===== src/core/timing_defs.svh =====
`ifndef TIMING_DEFS_SVH
`define TIMING_DEFS_SVH

// ----------------------------------------------------------------
// Register map
// ----------------------------------------------------------------
`define DIVCTL_OFFSET 12'h030
`define SYSCTL2_OFFSET 12'h034
`define STATUS_OFFSET 12'h038

// ----------------------------------------------------------------
// Field positions and reset values
// ----------------------------------------------------------------
`define DIVCTL_SEL_BIT 5
`define SYSCTL2_KEEP_BIT 7
`define SYSCTL2_RSTREQ_BIT 5
`define SYSCTL2_IDLE_BIT 4
`define STATUS_IDLE_BIT 4
`define STATUS_DIV_LSB 8
`define DIVCTL_RESET 8'h00
`define SYSCTL2_RESET 8'h80

// ----------------------------------------------------------------
// Chain structure and taps
// ----------------------------------------------------------------
`define PRESCALE_STAGES 3
`define DIVIDER_STAGES 21
`define TAP_TC 2
`define TAP_TBT 14
`define TAP_WDT 16
`define INSTR_MIN_CYCLES 4'h1

`endif


===== src/core/timing_pkg.sv =====
package timing_pkg;

  typedef enum logic [1:0] {state_zero, state_one, state_two, state_three} mc_state_t;

  typedef enum logic {mode_run, mode_idle} op_mode_t;

endpackage


===== src/core/mc_if.sv =====
`timescale 1ns/1ps

interface mc_if;
  logic run;
  logic clear;
  logic instr_start;
  logic [3:0] instr_len;
  timing_pkg::mc_state_t state;
  logic cycle_end;
  logic instr_done;
  logic busy;

  modport ctrl (output run, output clear, output instr_start, output instr_len,
    input state, input cycle_end, input instr_done, input busy);
  modport seq (input run, input clear, input instr_start, input instr_len,
    output state, output cycle_end, output instr_done, output busy);
endinterface


===== src/core/machine_cycle_seq.sv =====
`timescale 1ns/1ps
`include "timing_defs.svh"

module machine_cycle_seq (
  input wire logic pclk,
  input wire logic presetn,
  mc_if.seq mci
);

  timing_pkg::mc_state_t state_r;
  logic cycle_end_r;
  logic busy_r;
  logic done_r;
  logic [3:0] cnt_r;

  assign mci.state = state_r;
  assign mci.cycle_end = cycle_end_r;
  assign mci.busy = busy_r;
  assign mci.instr_done = done_r;

  // ----------------------------------------------------------------
  // State counter, one state per main clock period
  // ----------------------------------------------------------------
  always_ff @(posedge pclk or negedge presetn)
  begin
    if (!presetn)
      state_r <= timing_pkg::state_zero;
    else if (mci.clear)
      state_r <= timing_pkg::state_zero;
    else if (mci.run)
    begin
      case (state_r)
        timing_pkg::state_zero: state_r <= timing_pkg::state_one;
        timing_pkg::state_one: state_r <= timing_pkg::state_two;
        timing_pkg::state_two: state_r <= timing_pkg::state_three;
        timing_pkg::state_three: state_r <= timing_pkg::state_zero;
        default: state_r <= timing_pkg::state_zero;
      endcase
    end
  end

  always_ff @(posedge pclk or negedge presetn)
  begin
    if (!presetn)
      cycle_end_r <= 1'b0;
    else
      cycle_end_r <= !mci.clear && mci.run && state_r == timing_pkg::state_three;
  end

  // ----------------------------------------------------------------
  // Instruction length in whole machine cycles
  // ----------------------------------------------------------------
  always_ff @(posedge pclk or negedge presetn)
  begin
    if (!presetn)
    begin
      busy_r <= 1'b0;
      done_r <= 1'b0;
      cnt_r <= 4'h0;
    end
    else
    begin
      done_r <= 1'b0;
      if (mci.clear)
        busy_r <= 1'b0;
      else if (!busy_r && mci.instr_start)
      begin
        busy_r <= 1'b1;
        cnt_r <= (mci.instr_len == 4'h0) ? `INSTR_MIN_CYCLES : mci.instr_len;
      end
      else if (busy_r && mci.run && state_r == timing_pkg::state_three)
      begin
        if (cnt_r == `INSTR_MIN_CYCLES)
        begin
          busy_r <= 1'b0;
          done_r <= 1'b1;
        end
        else
          cnt_r <= cnt_r - 4'h1;
      end
    end
  end
endmodule


===== src/core/system_timing_generator.sv =====
// The implementer's own choice: the APB slave port.
`timescale 1ns/1ps
`include "timing_defs.svh"

// Notes on behaviour
// The chain supplies the time base, watchdog and timer source clocks from the oscillator.
// The chain is a three-stage prescaler, a 21-stage divider and a machine-cycle counter.
// Any system reset clears every prescaler and divider stage to zero.
// Divider control bit 5 feeds the first divider stage with fc/4 when 0 and fc/8 when 1.
// Software writes zero to divider control bits 7, 6, 2, 1 and 0.
// Divider control bits 4 and 3 read as an undefined value.
// A machine cycle is four states, zero to three, each one main clock period long.
// An instruction takes a whole number of machine cycles, from one to fifteen.
// In single clock mode a machine cycle lasts four oscillator periods.
// The standby controller runs the oscillator and picks the main clock from sysctl2; here sysctl2 has no clock select.
// After any reset the block is in the run state with core and peripherals clocked.
// All execution and hardware activity follow the clocks from the timing chain.
// The halt bit 4 of sysctl2 stops core and watchdog clocks; peripherals keep running.
// An enabled interrupt ends the halt and restores core and watchdog clocks.
// Writing 0 to sysctl2 bit 7 or 1 to bit 5 raises an internal reset, clock kept running.
// The state counter wraps from three to zero and restarts at zero after reset.
// Timer and watchdog clocks are fixed divider taps, so the select moves them together.
module system_timing_generator (
  input wire logic pclk,
  input wire logic presetn,
  input wire logic psel,
  input wire logic penable,
  input wire logic pwrite,
  input wire logic [11:0] paddr,
  input wire logic [31:0] pwdata,
  output logic [31:0] prdata,
  output logic pready,
  output logic pslverr,
  input wire logic wake_irq,
  input wire logic instr_start,
  input wire logic [3:0] instr_len,
  output logic tbt_tick,
  output logic wdt_tick,
  output logic tc_tick,
  output logic cpu_clk_en,
  output logic periph_clk_en,
  output logic osc_enable,
  output logic [1:0] mc_state,
  output logic mc_cycle_end,
  output logic instr_done,
  output logic idle_mode,
  output logic sys_reset_req
);

  // ----------------------------------------------------------------
  // State
  // ----------------------------------------------------------------
  logic [`PRESCALE_STAGES-1:0] ps_r;
  logic [`DIVIDER_STAGES-1:0] div_r;
  logic sel_r;
  timing_pkg::op_mode_t mode_r;
  logic soft_rst_r;
  logic osc_en_r;
  logic cpu_en_r;
  logic periph_en_r;
  logic tbt_r;
  logic wdt_r;
  logic tc_r;
  logic [31:0] prdata_r;
  logic pready_r;
  logic pslverr_r;
  logic div_en;
  logic wr_acc;
  logic wr_sysctl2;
  logic rst_write;
  logic idle_r;

  mc_if mci ();

  machine_cycle_seq u_seq (
    .pclk(pclk),
    .presetn(presetn),
    .mci(mci)
  );

  // ----------------------------------------------------------------
  // Helpers
  // ----------------------------------------------------------------
  function automatic logic low_ones(input logic [`DIVIDER_STAGES-1:0] v, input int n);
    logic [`DIVIDER_STAGES-1:0] m;
    m = `DIVIDER_STAGES'((64'h1 << n) - 64'h1);
    return (v & m) == m;
  endfunction

  function automatic logic addr_is(input logic [11:0] a, input logic [11:0] off);
    return a == off;
  endfunction

  function automatic logic mapped(input logic [11:0] a);
    return addr_is(a, `DIVCTL_OFFSET) || addr_is(a, `SYSCTL2_OFFSET) ||
      addr_is(a, `STATUS_OFFSET);
  endfunction

  assign idle_r = (mode_r == timing_pkg::mode_idle);
  assign wr_acc = psel && penable && pready_r && pwrite && !pslverr_r;
  assign wr_sysctl2 = wr_acc && addr_is(paddr, `SYSCTL2_OFFSET);
  assign rst_write = wr_sysctl2 && (!pwdata[`SYSCTL2_KEEP_BIT] ||
    pwdata[`SYSCTL2_RSTREQ_BIT]);

  // First divider stage input select
  assign div_en = sel_r ? (ps_r == 3'h7) : (ps_r[1:0] == 2'h3);

  // ----------------------------------------------------------------
  // APB slave
  // ----------------------------------------------------------------
  always_ff @(posedge pclk or negedge presetn)
  begin
    if (!presetn)
    begin
      pready_r <= 1'b0;
      pslverr_r <= 1'b0;
    end
    else
    begin
      pready_r <= psel && !penable;
      pslverr_r <= psel && !penable && !mapped(paddr);
    end
  end

  always_ff @(posedge pclk or negedge presetn)
  begin
    if (!presetn)
      prdata_r <= 32'h0000_0000;
    else if (psel && !penable && !pwrite)
    begin
      prdata_r <= 32'h0000_0000;
      if (addr_is(paddr, `DIVCTL_OFFSET))
        prdata_r[`DIVCTL_SEL_BIT] <= sel_r;
      else if (addr_is(paddr, `SYSCTL2_OFFSET))
      begin
        prdata_r[`SYSCTL2_KEEP_BIT] <= 1'b1;
        prdata_r[`SYSCTL2_IDLE_BIT] <= idle_r;
      end
      else if (addr_is(paddr, `STATUS_OFFSET))
      begin
        prdata_r[1:0] <= 2'(mci.state);
        prdata_r[`STATUS_IDLE_BIT] <= idle_r;
        prdata_r[`STATUS_DIV_LSB +: `DIVIDER_STAGES] <= div_r;
      end
    end
  end

  // ----------------------------------------------------------------
  // Control registers
  // ----------------------------------------------------------------
  always_ff @(posedge pclk or negedge presetn)
  begin
    if (!presetn)
      sel_r <= 1'b0;
    else if (soft_rst_r)
      sel_r <= 1'b0;
    else if (wr_acc && addr_is(paddr, `DIVCTL_OFFSET))
      sel_r <= pwdata[`DIVCTL_SEL_BIT];
  end

  // A wake that meets an idle write keeps the block running
  always_ff @(posedge pclk or negedge presetn)
  begin
    if (!presetn)
      mode_r <= timing_pkg::mode_run;
    else if (soft_rst_r)
      mode_r <= timing_pkg::mode_run;
    else if (wake_irq)
      mode_r <= timing_pkg::mode_run;
    else if (wr_sysctl2 && !rst_write && pwdata[`SYSCTL2_IDLE_BIT])
      mode_r <= timing_pkg::mode_idle;
    else if (wr_sysctl2 && !rst_write)
      mode_r <= timing_pkg::mode_run;
  end

  always_ff @(posedge pclk or negedge presetn)
  begin
    if (!presetn)
      soft_rst_r <= 1'b0;
    else
      soft_rst_r <= rst_write;
  end

  // Oscillator runs from the first clock after hardware reset, in single clock mode, also through internal reset
  always_ff @(posedge pclk or negedge presetn)
  begin
    if (!presetn)
      osc_en_r <= 1'b0;
    else
      osc_en_r <= 1'b1;
  end

  // ----------------------------------------------------------------
  // Prescaler and divider chain
  // ----------------------------------------------------------------
  always_ff @(posedge pclk or negedge presetn)
  begin
    if (!presetn)
      ps_r <= 3'h0;
    else if (soft_rst_r)
      ps_r <= 3'h0;
    else
      ps_r <= ps_r + 3'h1;
  end

  always_ff @(posedge pclk or negedge presetn)
  begin
    if (!presetn)
      div_r <= 21'h000000;
    else if (soft_rst_r)
      div_r <= 21'h000000;
    else if (div_en)
      div_r <= div_r + 21'h000001;
  end

  // Ticks mark the carry into the tapped stage
  always_ff @(posedge pclk or negedge presetn)
  begin
    if (!presetn)
    begin
      tbt_r <= 1'b0;
      wdt_r <= 1'b0;
      tc_r <= 1'b0;
    end
    else
    begin
      tbt_r <= !soft_rst_r && div_en && low_ones(div_r, `TAP_TBT);
      wdt_r <= !soft_rst_r && div_en && low_ones(div_r, `TAP_WDT) && !idle_r;
      tc_r <= !soft_rst_r && div_en && low_ones(div_r, `TAP_TC);
    end
  end

  // ----------------------------------------------------------------
  // Main clock enables and machine cycles
  // ----------------------------------------------------------------
  always_ff @(posedge pclk or negedge presetn)
  begin
    if (!presetn)
    begin
      cpu_en_r <= 1'b0;
      periph_en_r <= 1'b0;
    end
    else
    begin
      cpu_en_r <= !idle_r && !soft_rst_r;
      periph_en_r <= !soft_rst_r;
    end
  end

  assign mci.run = cpu_en_r;
  assign mci.clear = soft_rst_r;
  assign mci.instr_start = instr_start && cpu_en_r;
  assign mci.instr_len = instr_len;

  assign prdata = prdata_r;
  assign pready = pready_r;
  assign pslverr = pslverr_r;
  assign tbt_tick = tbt_r;
  assign wdt_tick = wdt_r;
  assign tc_tick = tc_r;
  assign cpu_clk_en = cpu_en_r;
  assign periph_clk_en = periph_en_r;
  assign osc_enable = osc_en_r;
  assign mc_state = 2'(mci.state);
  assign mc_cycle_end = mci.cycle_end;
  assign instr_done = mci.instr_done;
  assign idle_mode = idle_r;
  assign sys_reset_req = soft_rst_r;
endmodule


===== config.mk =====
export PLATFORM = sky130hd
export DESIGN_NAME = system_timing_generator
export DESIGN_NICKNAME = d
export VERILOG_FILES = /design/src/core/timing_pkg.sv /design/src/core/mc_if.sv /design/src/core/machine_cycle_seq.sv /design/src/core/system_timing_generator.sv
export VERILOG_INCLUDE_DIRS = /design/src /design/src/core
export SDC_FILE = /design/constraint.sdc
export NUM_CORES = 1
export LEC_CHECK = 0
export ABC_AREA = 1
export BUFFER_PORTS_ARGS = -buffer_cell sky130_fd_sc_hd__buf_4
export CAP_MARGIN = 40
export CORE_ASPECT_RATIO = 1.25
export CORE_UTILIZATION = 47
export CTS_CLUSTER_DIAMETER = 100
export DETAILED_ROUTE_END_ITERATION = 12
export PLACE_DENSITY = 0.76
export SLEW_MARGIN = 20
export SYNTH_ARGS = -nofsm -noshare
export SYNTH_HDL_FRONTEND = slang
export SYNTH_SLANG_ARGS = --single-unit

===== constraint.sdc =====
create_clock -name pclk -period 1.6 [get_ports pclk]
set_clock_uncertainty 0.05 [all_clocks]
set_input_delay 0.08 -clock pclk [delete_from_list [all_inputs] [get_ports pclk]]
set_output_delay 0.08 -clock pclk [all_outputs]
set_load 0.02 [all_outputs]

==> impl_metrics.env <==
export IMPL_die_y_um=98.46
export IMPL_ys_ff_latch=70
export IMPL_cts_tree="done"
export IMPL_whs_ns=0.006434
export IMPL_fillers=609
export IMPL_critical_path_arrival_ns=1.82
export IMPL_layout_common_cells="nand2_1 (95), buf_4 (74), dfrtp_1 (70), nor2_1 (46), inv_1 (45)"
export IMPL_start_kind="register"
export IMPL_cts_made_buffers=9
export IMPL_fin_crit_ns=1.597
export IMPL_synth_cell_types=39
export IMPL_clock_tree_root_cell="clkbuf_8"
export IMPL_netlist_area_sq_um=3498
export IMPL_track_usage_pct=21.07
export IMPL_wl_met2_um=4045
export IMPL_coreArea_sq_um=7062
export IMPL_drtAntennaViolNets=0
export IMPL_mostFrequentLayoutCell="nand2_1"
export IMPL_h_tree_depth=3
export IMPL_drtIter0Drc=195
export IMPL_path_max_fanout=6
export IMPL_hold_depth=3
export IMPL_diodes=0
export IMPL_ys_seq_area_share_pct=50.07
export IMPL_avgSynthCellArea_sq_um=8.595
export IMPL_hold_class="in2reg"
export IMPL_maxUsedRoutingLayer="met4"
export IMPL_rsz0062_at_grt="yes"
export IMPL_syn_inst=407
export IMPL_pre_cts_ws_ns=-0.04425
export IMPL_postPlaceCellArea_sq_um=4084
export IMPL_finalCritPeriodShare_pct=99.82
export IMPL_ios=101
export IMPL_yosysWarnings=0
export IMPL_cts_sinks=70
export IMPL_finalMaxSlewViolations=0
export IMPL_leakagePower_uw=0.002215
export IMPL_p_per_area_nw_per_um2=948.4
export IMPL_design_area_sq_um=4447
export IMPL_drive_above_1_share_pct=28.08
export IMPL_fp_dieW_um=79.17
export IMPL_clk_pin_slew_ns=0.07
export IMPL_wl_met1_um=3115
export IMPL_final_util_pct=62.97
export IMPL_antenna_found_initial=0
export IMPL_maxCapViolCount=0
export IMPL_setup_viol=0
export IMPL_vdd_drop_max_uv=698.0
export IMPL_totalWireLength_um=7613
export IMPL_insertion_delay_ns=0.34
export IMPL_grt_overflow=0
export IMPL_worst_slack_ns=0.002869
export IMPL_grt_pass1_vias=2912
export IMPL_seq_area_sq_um=1752
export IMPL_grt_pass1_wl_um=12830
export IMPL_path_class="reg2reg"
export IMPL_timing_fmax_ghz=0.6261
export IMPL_portBuffers=65
export IMPL_die_area_sq_um=7795
export IMPL_finalHoldViolCount=0
export IMPL_area_growth_pct=27.11
export IMPL_wl_met3_um=252
export IMPL_via_per_inst=5.104
export IMPL_tns_ns=0
export IMPL_r2r_cells=11
export IMPL_end_kind="register"
export IMPL_firstDrtPassIters=5
export IMPL_fp_row_count=34
export IMPL_place_hpwl_um=5272
export IMPL_grt_max_degree=44
export IMPL_vias=2986
export IMPL_status="completed"
export IMPL_cts_buffer_depth=2
export IMPL_start_util_pct=49.54
export IMPL_finalWeightedCongestion=0.8630
export IMPL_routedWlPerCell_um=13.01
export IMPL_cp_data_required_time_ns=1.82
export IMPL_r2r_setup_slack_ns=0.003
export IMPL_drc_errors=0
export IMPL_multi_input_comb_area_sq_um=1544
export IMPL_final_nets=554
-- cell type report --
| cell class | instances | area share, % |
|---|---|---|
| Clock buffer | 10 | 3.095 |
| Clock inverter | 5 | 1.125 |
| Inverter | 51 | 4.361 |
| Multi-Input combinational cell | 276 | 34.72 |
| Sequential cell | 70 | 39.39 |
| Tap cell | 90 | 2.532 |
| Timing Repair Buffer | 83 | 14.77 |
-- where the power goes --
group          leakage, uW  switching (uW)  internal, uW  total [uW]
sequential        0.000932             107          1910        2020
combinational      0.00118             504           337         842
clock             0.000102             618           742        1360
total              0.00221            1230          2990        4220
-- kinds of logic (layout without fill, tap and decap cells) --
logic type	count (synthesis)	count (layout)	share of synthesized area, %
XOR/XNOR	1	1	0.2504
AND/OR/NAND/NOR	203	203	26.61
other	2	7	0.2147
AO/OA/AOI/OAI	57	57	11.41
adder cells (fa/ha/maj)	8	8	2.861
buffers and inverters	66	149	8.584
flip-flops	70	70	50.07
-- what timing repair did --
| item | in CTS | in global routing |
|---|---|---|
| setup buffers | 2 | 1 |
| endpoints found under the hold margin | 41 | 0 |
| pin swaps | 3 | 5 |
| hold buffers | 7 | 0 |
| endpoints found under the setup margin | 16 | 20 |
| gates resized for setup | 11 | 12 |
-- critical path, cell delays in order, from the launching register on --
cell	delay (ns)
dfrtp_1	0.40
ha_4	0.16
ha_4	0.12
inv_2	0.03
nand2_2	0.06
nand2_4	0.08
buf_6	0.13
nor2_4	0.13
nand3b_1	0.12
nand2_1	0.08
nand2_1	0.06
nor2_1	0.10
-- flip-flops by register name, summed over array words and instances (netlist names), 2 cells and up --
register / flops
prdata: 26
div_r: 21
u_seq.cnt_r: 4
ps_r: 3
u_seq.mci.state: 2
-- worst paths after layout --
check,startpoint,to
min,instr_len[3],u_seq.cnt_r[3]
min reg2reg,prdata[5],prdata[5]
max in group asynchronous,presetn,div_r[20]
max,ps_r[0],div_r[12]
max reg2reg,ps_r[0],div_r[12]
min in group asynchronous,presetn,prdata[15]
-- synthesized netlist by cell type --
cell,n,area (sq um)
o31ai_1,3,22.52
nand4_1,6,37.54
nand3_1,15,75.07
or2_2,1,6.260
nand3b_1,3,22.52
nor3_2,1,10.01
nor3b_1,1,7.510
a31oi_1,1,6.260
nand2_1,97,364.1
buf_4,6,45.04
clkbuf_1,1,3.750
o22ai_1,2,12.51
xor2_1,1,8.760
nand2_2,5,31.28
o21ai_0,26,130.1
inv_2,2,7.510
nor2_1,50,187.7
nor4_1,1,6.260
clkinv_1,2,7.510
buf_1,1,3.750
or2_4,1,8.760
nor4_2,1,12.51
ha_1,8,100.1
o31ai_2,13,162.7
dfrtp_1,70,1752
nor2_2,3,18.77
inv_1,46,172.7
buf_6,3,33.78
buf_2,4,20.02
nor3_1,10,50.05
o211ai_1,1,7.510
a21oi_1,10,50.05
inv_4,1,6.260
conb_1,2,7.510
nand3_2,1,10.01
nor2_8,1,20.02
nor2_4,5,56.30
a211oi_1,1,7.510
and3_1,1,6.260
-- metal layers --
metal  global-route usage, %  vias to the layer above
met3                   3.241                       19
met4                   10.63                        0
li1                        -                     1460
met2                   36.14                       69
met5                       0                        -
met1                   25.43                     1438
-- through the flow --
step           instances  power (uW)
6_report             585        4217
4_1_cts              584        4247
2_1_floorplan        412        2590
3_5_place_dp         560        2870
5_1_grt              585        4473
3_3_place_gp         560        2819
No activity file was read; power rests on OpenSTA's default activity.
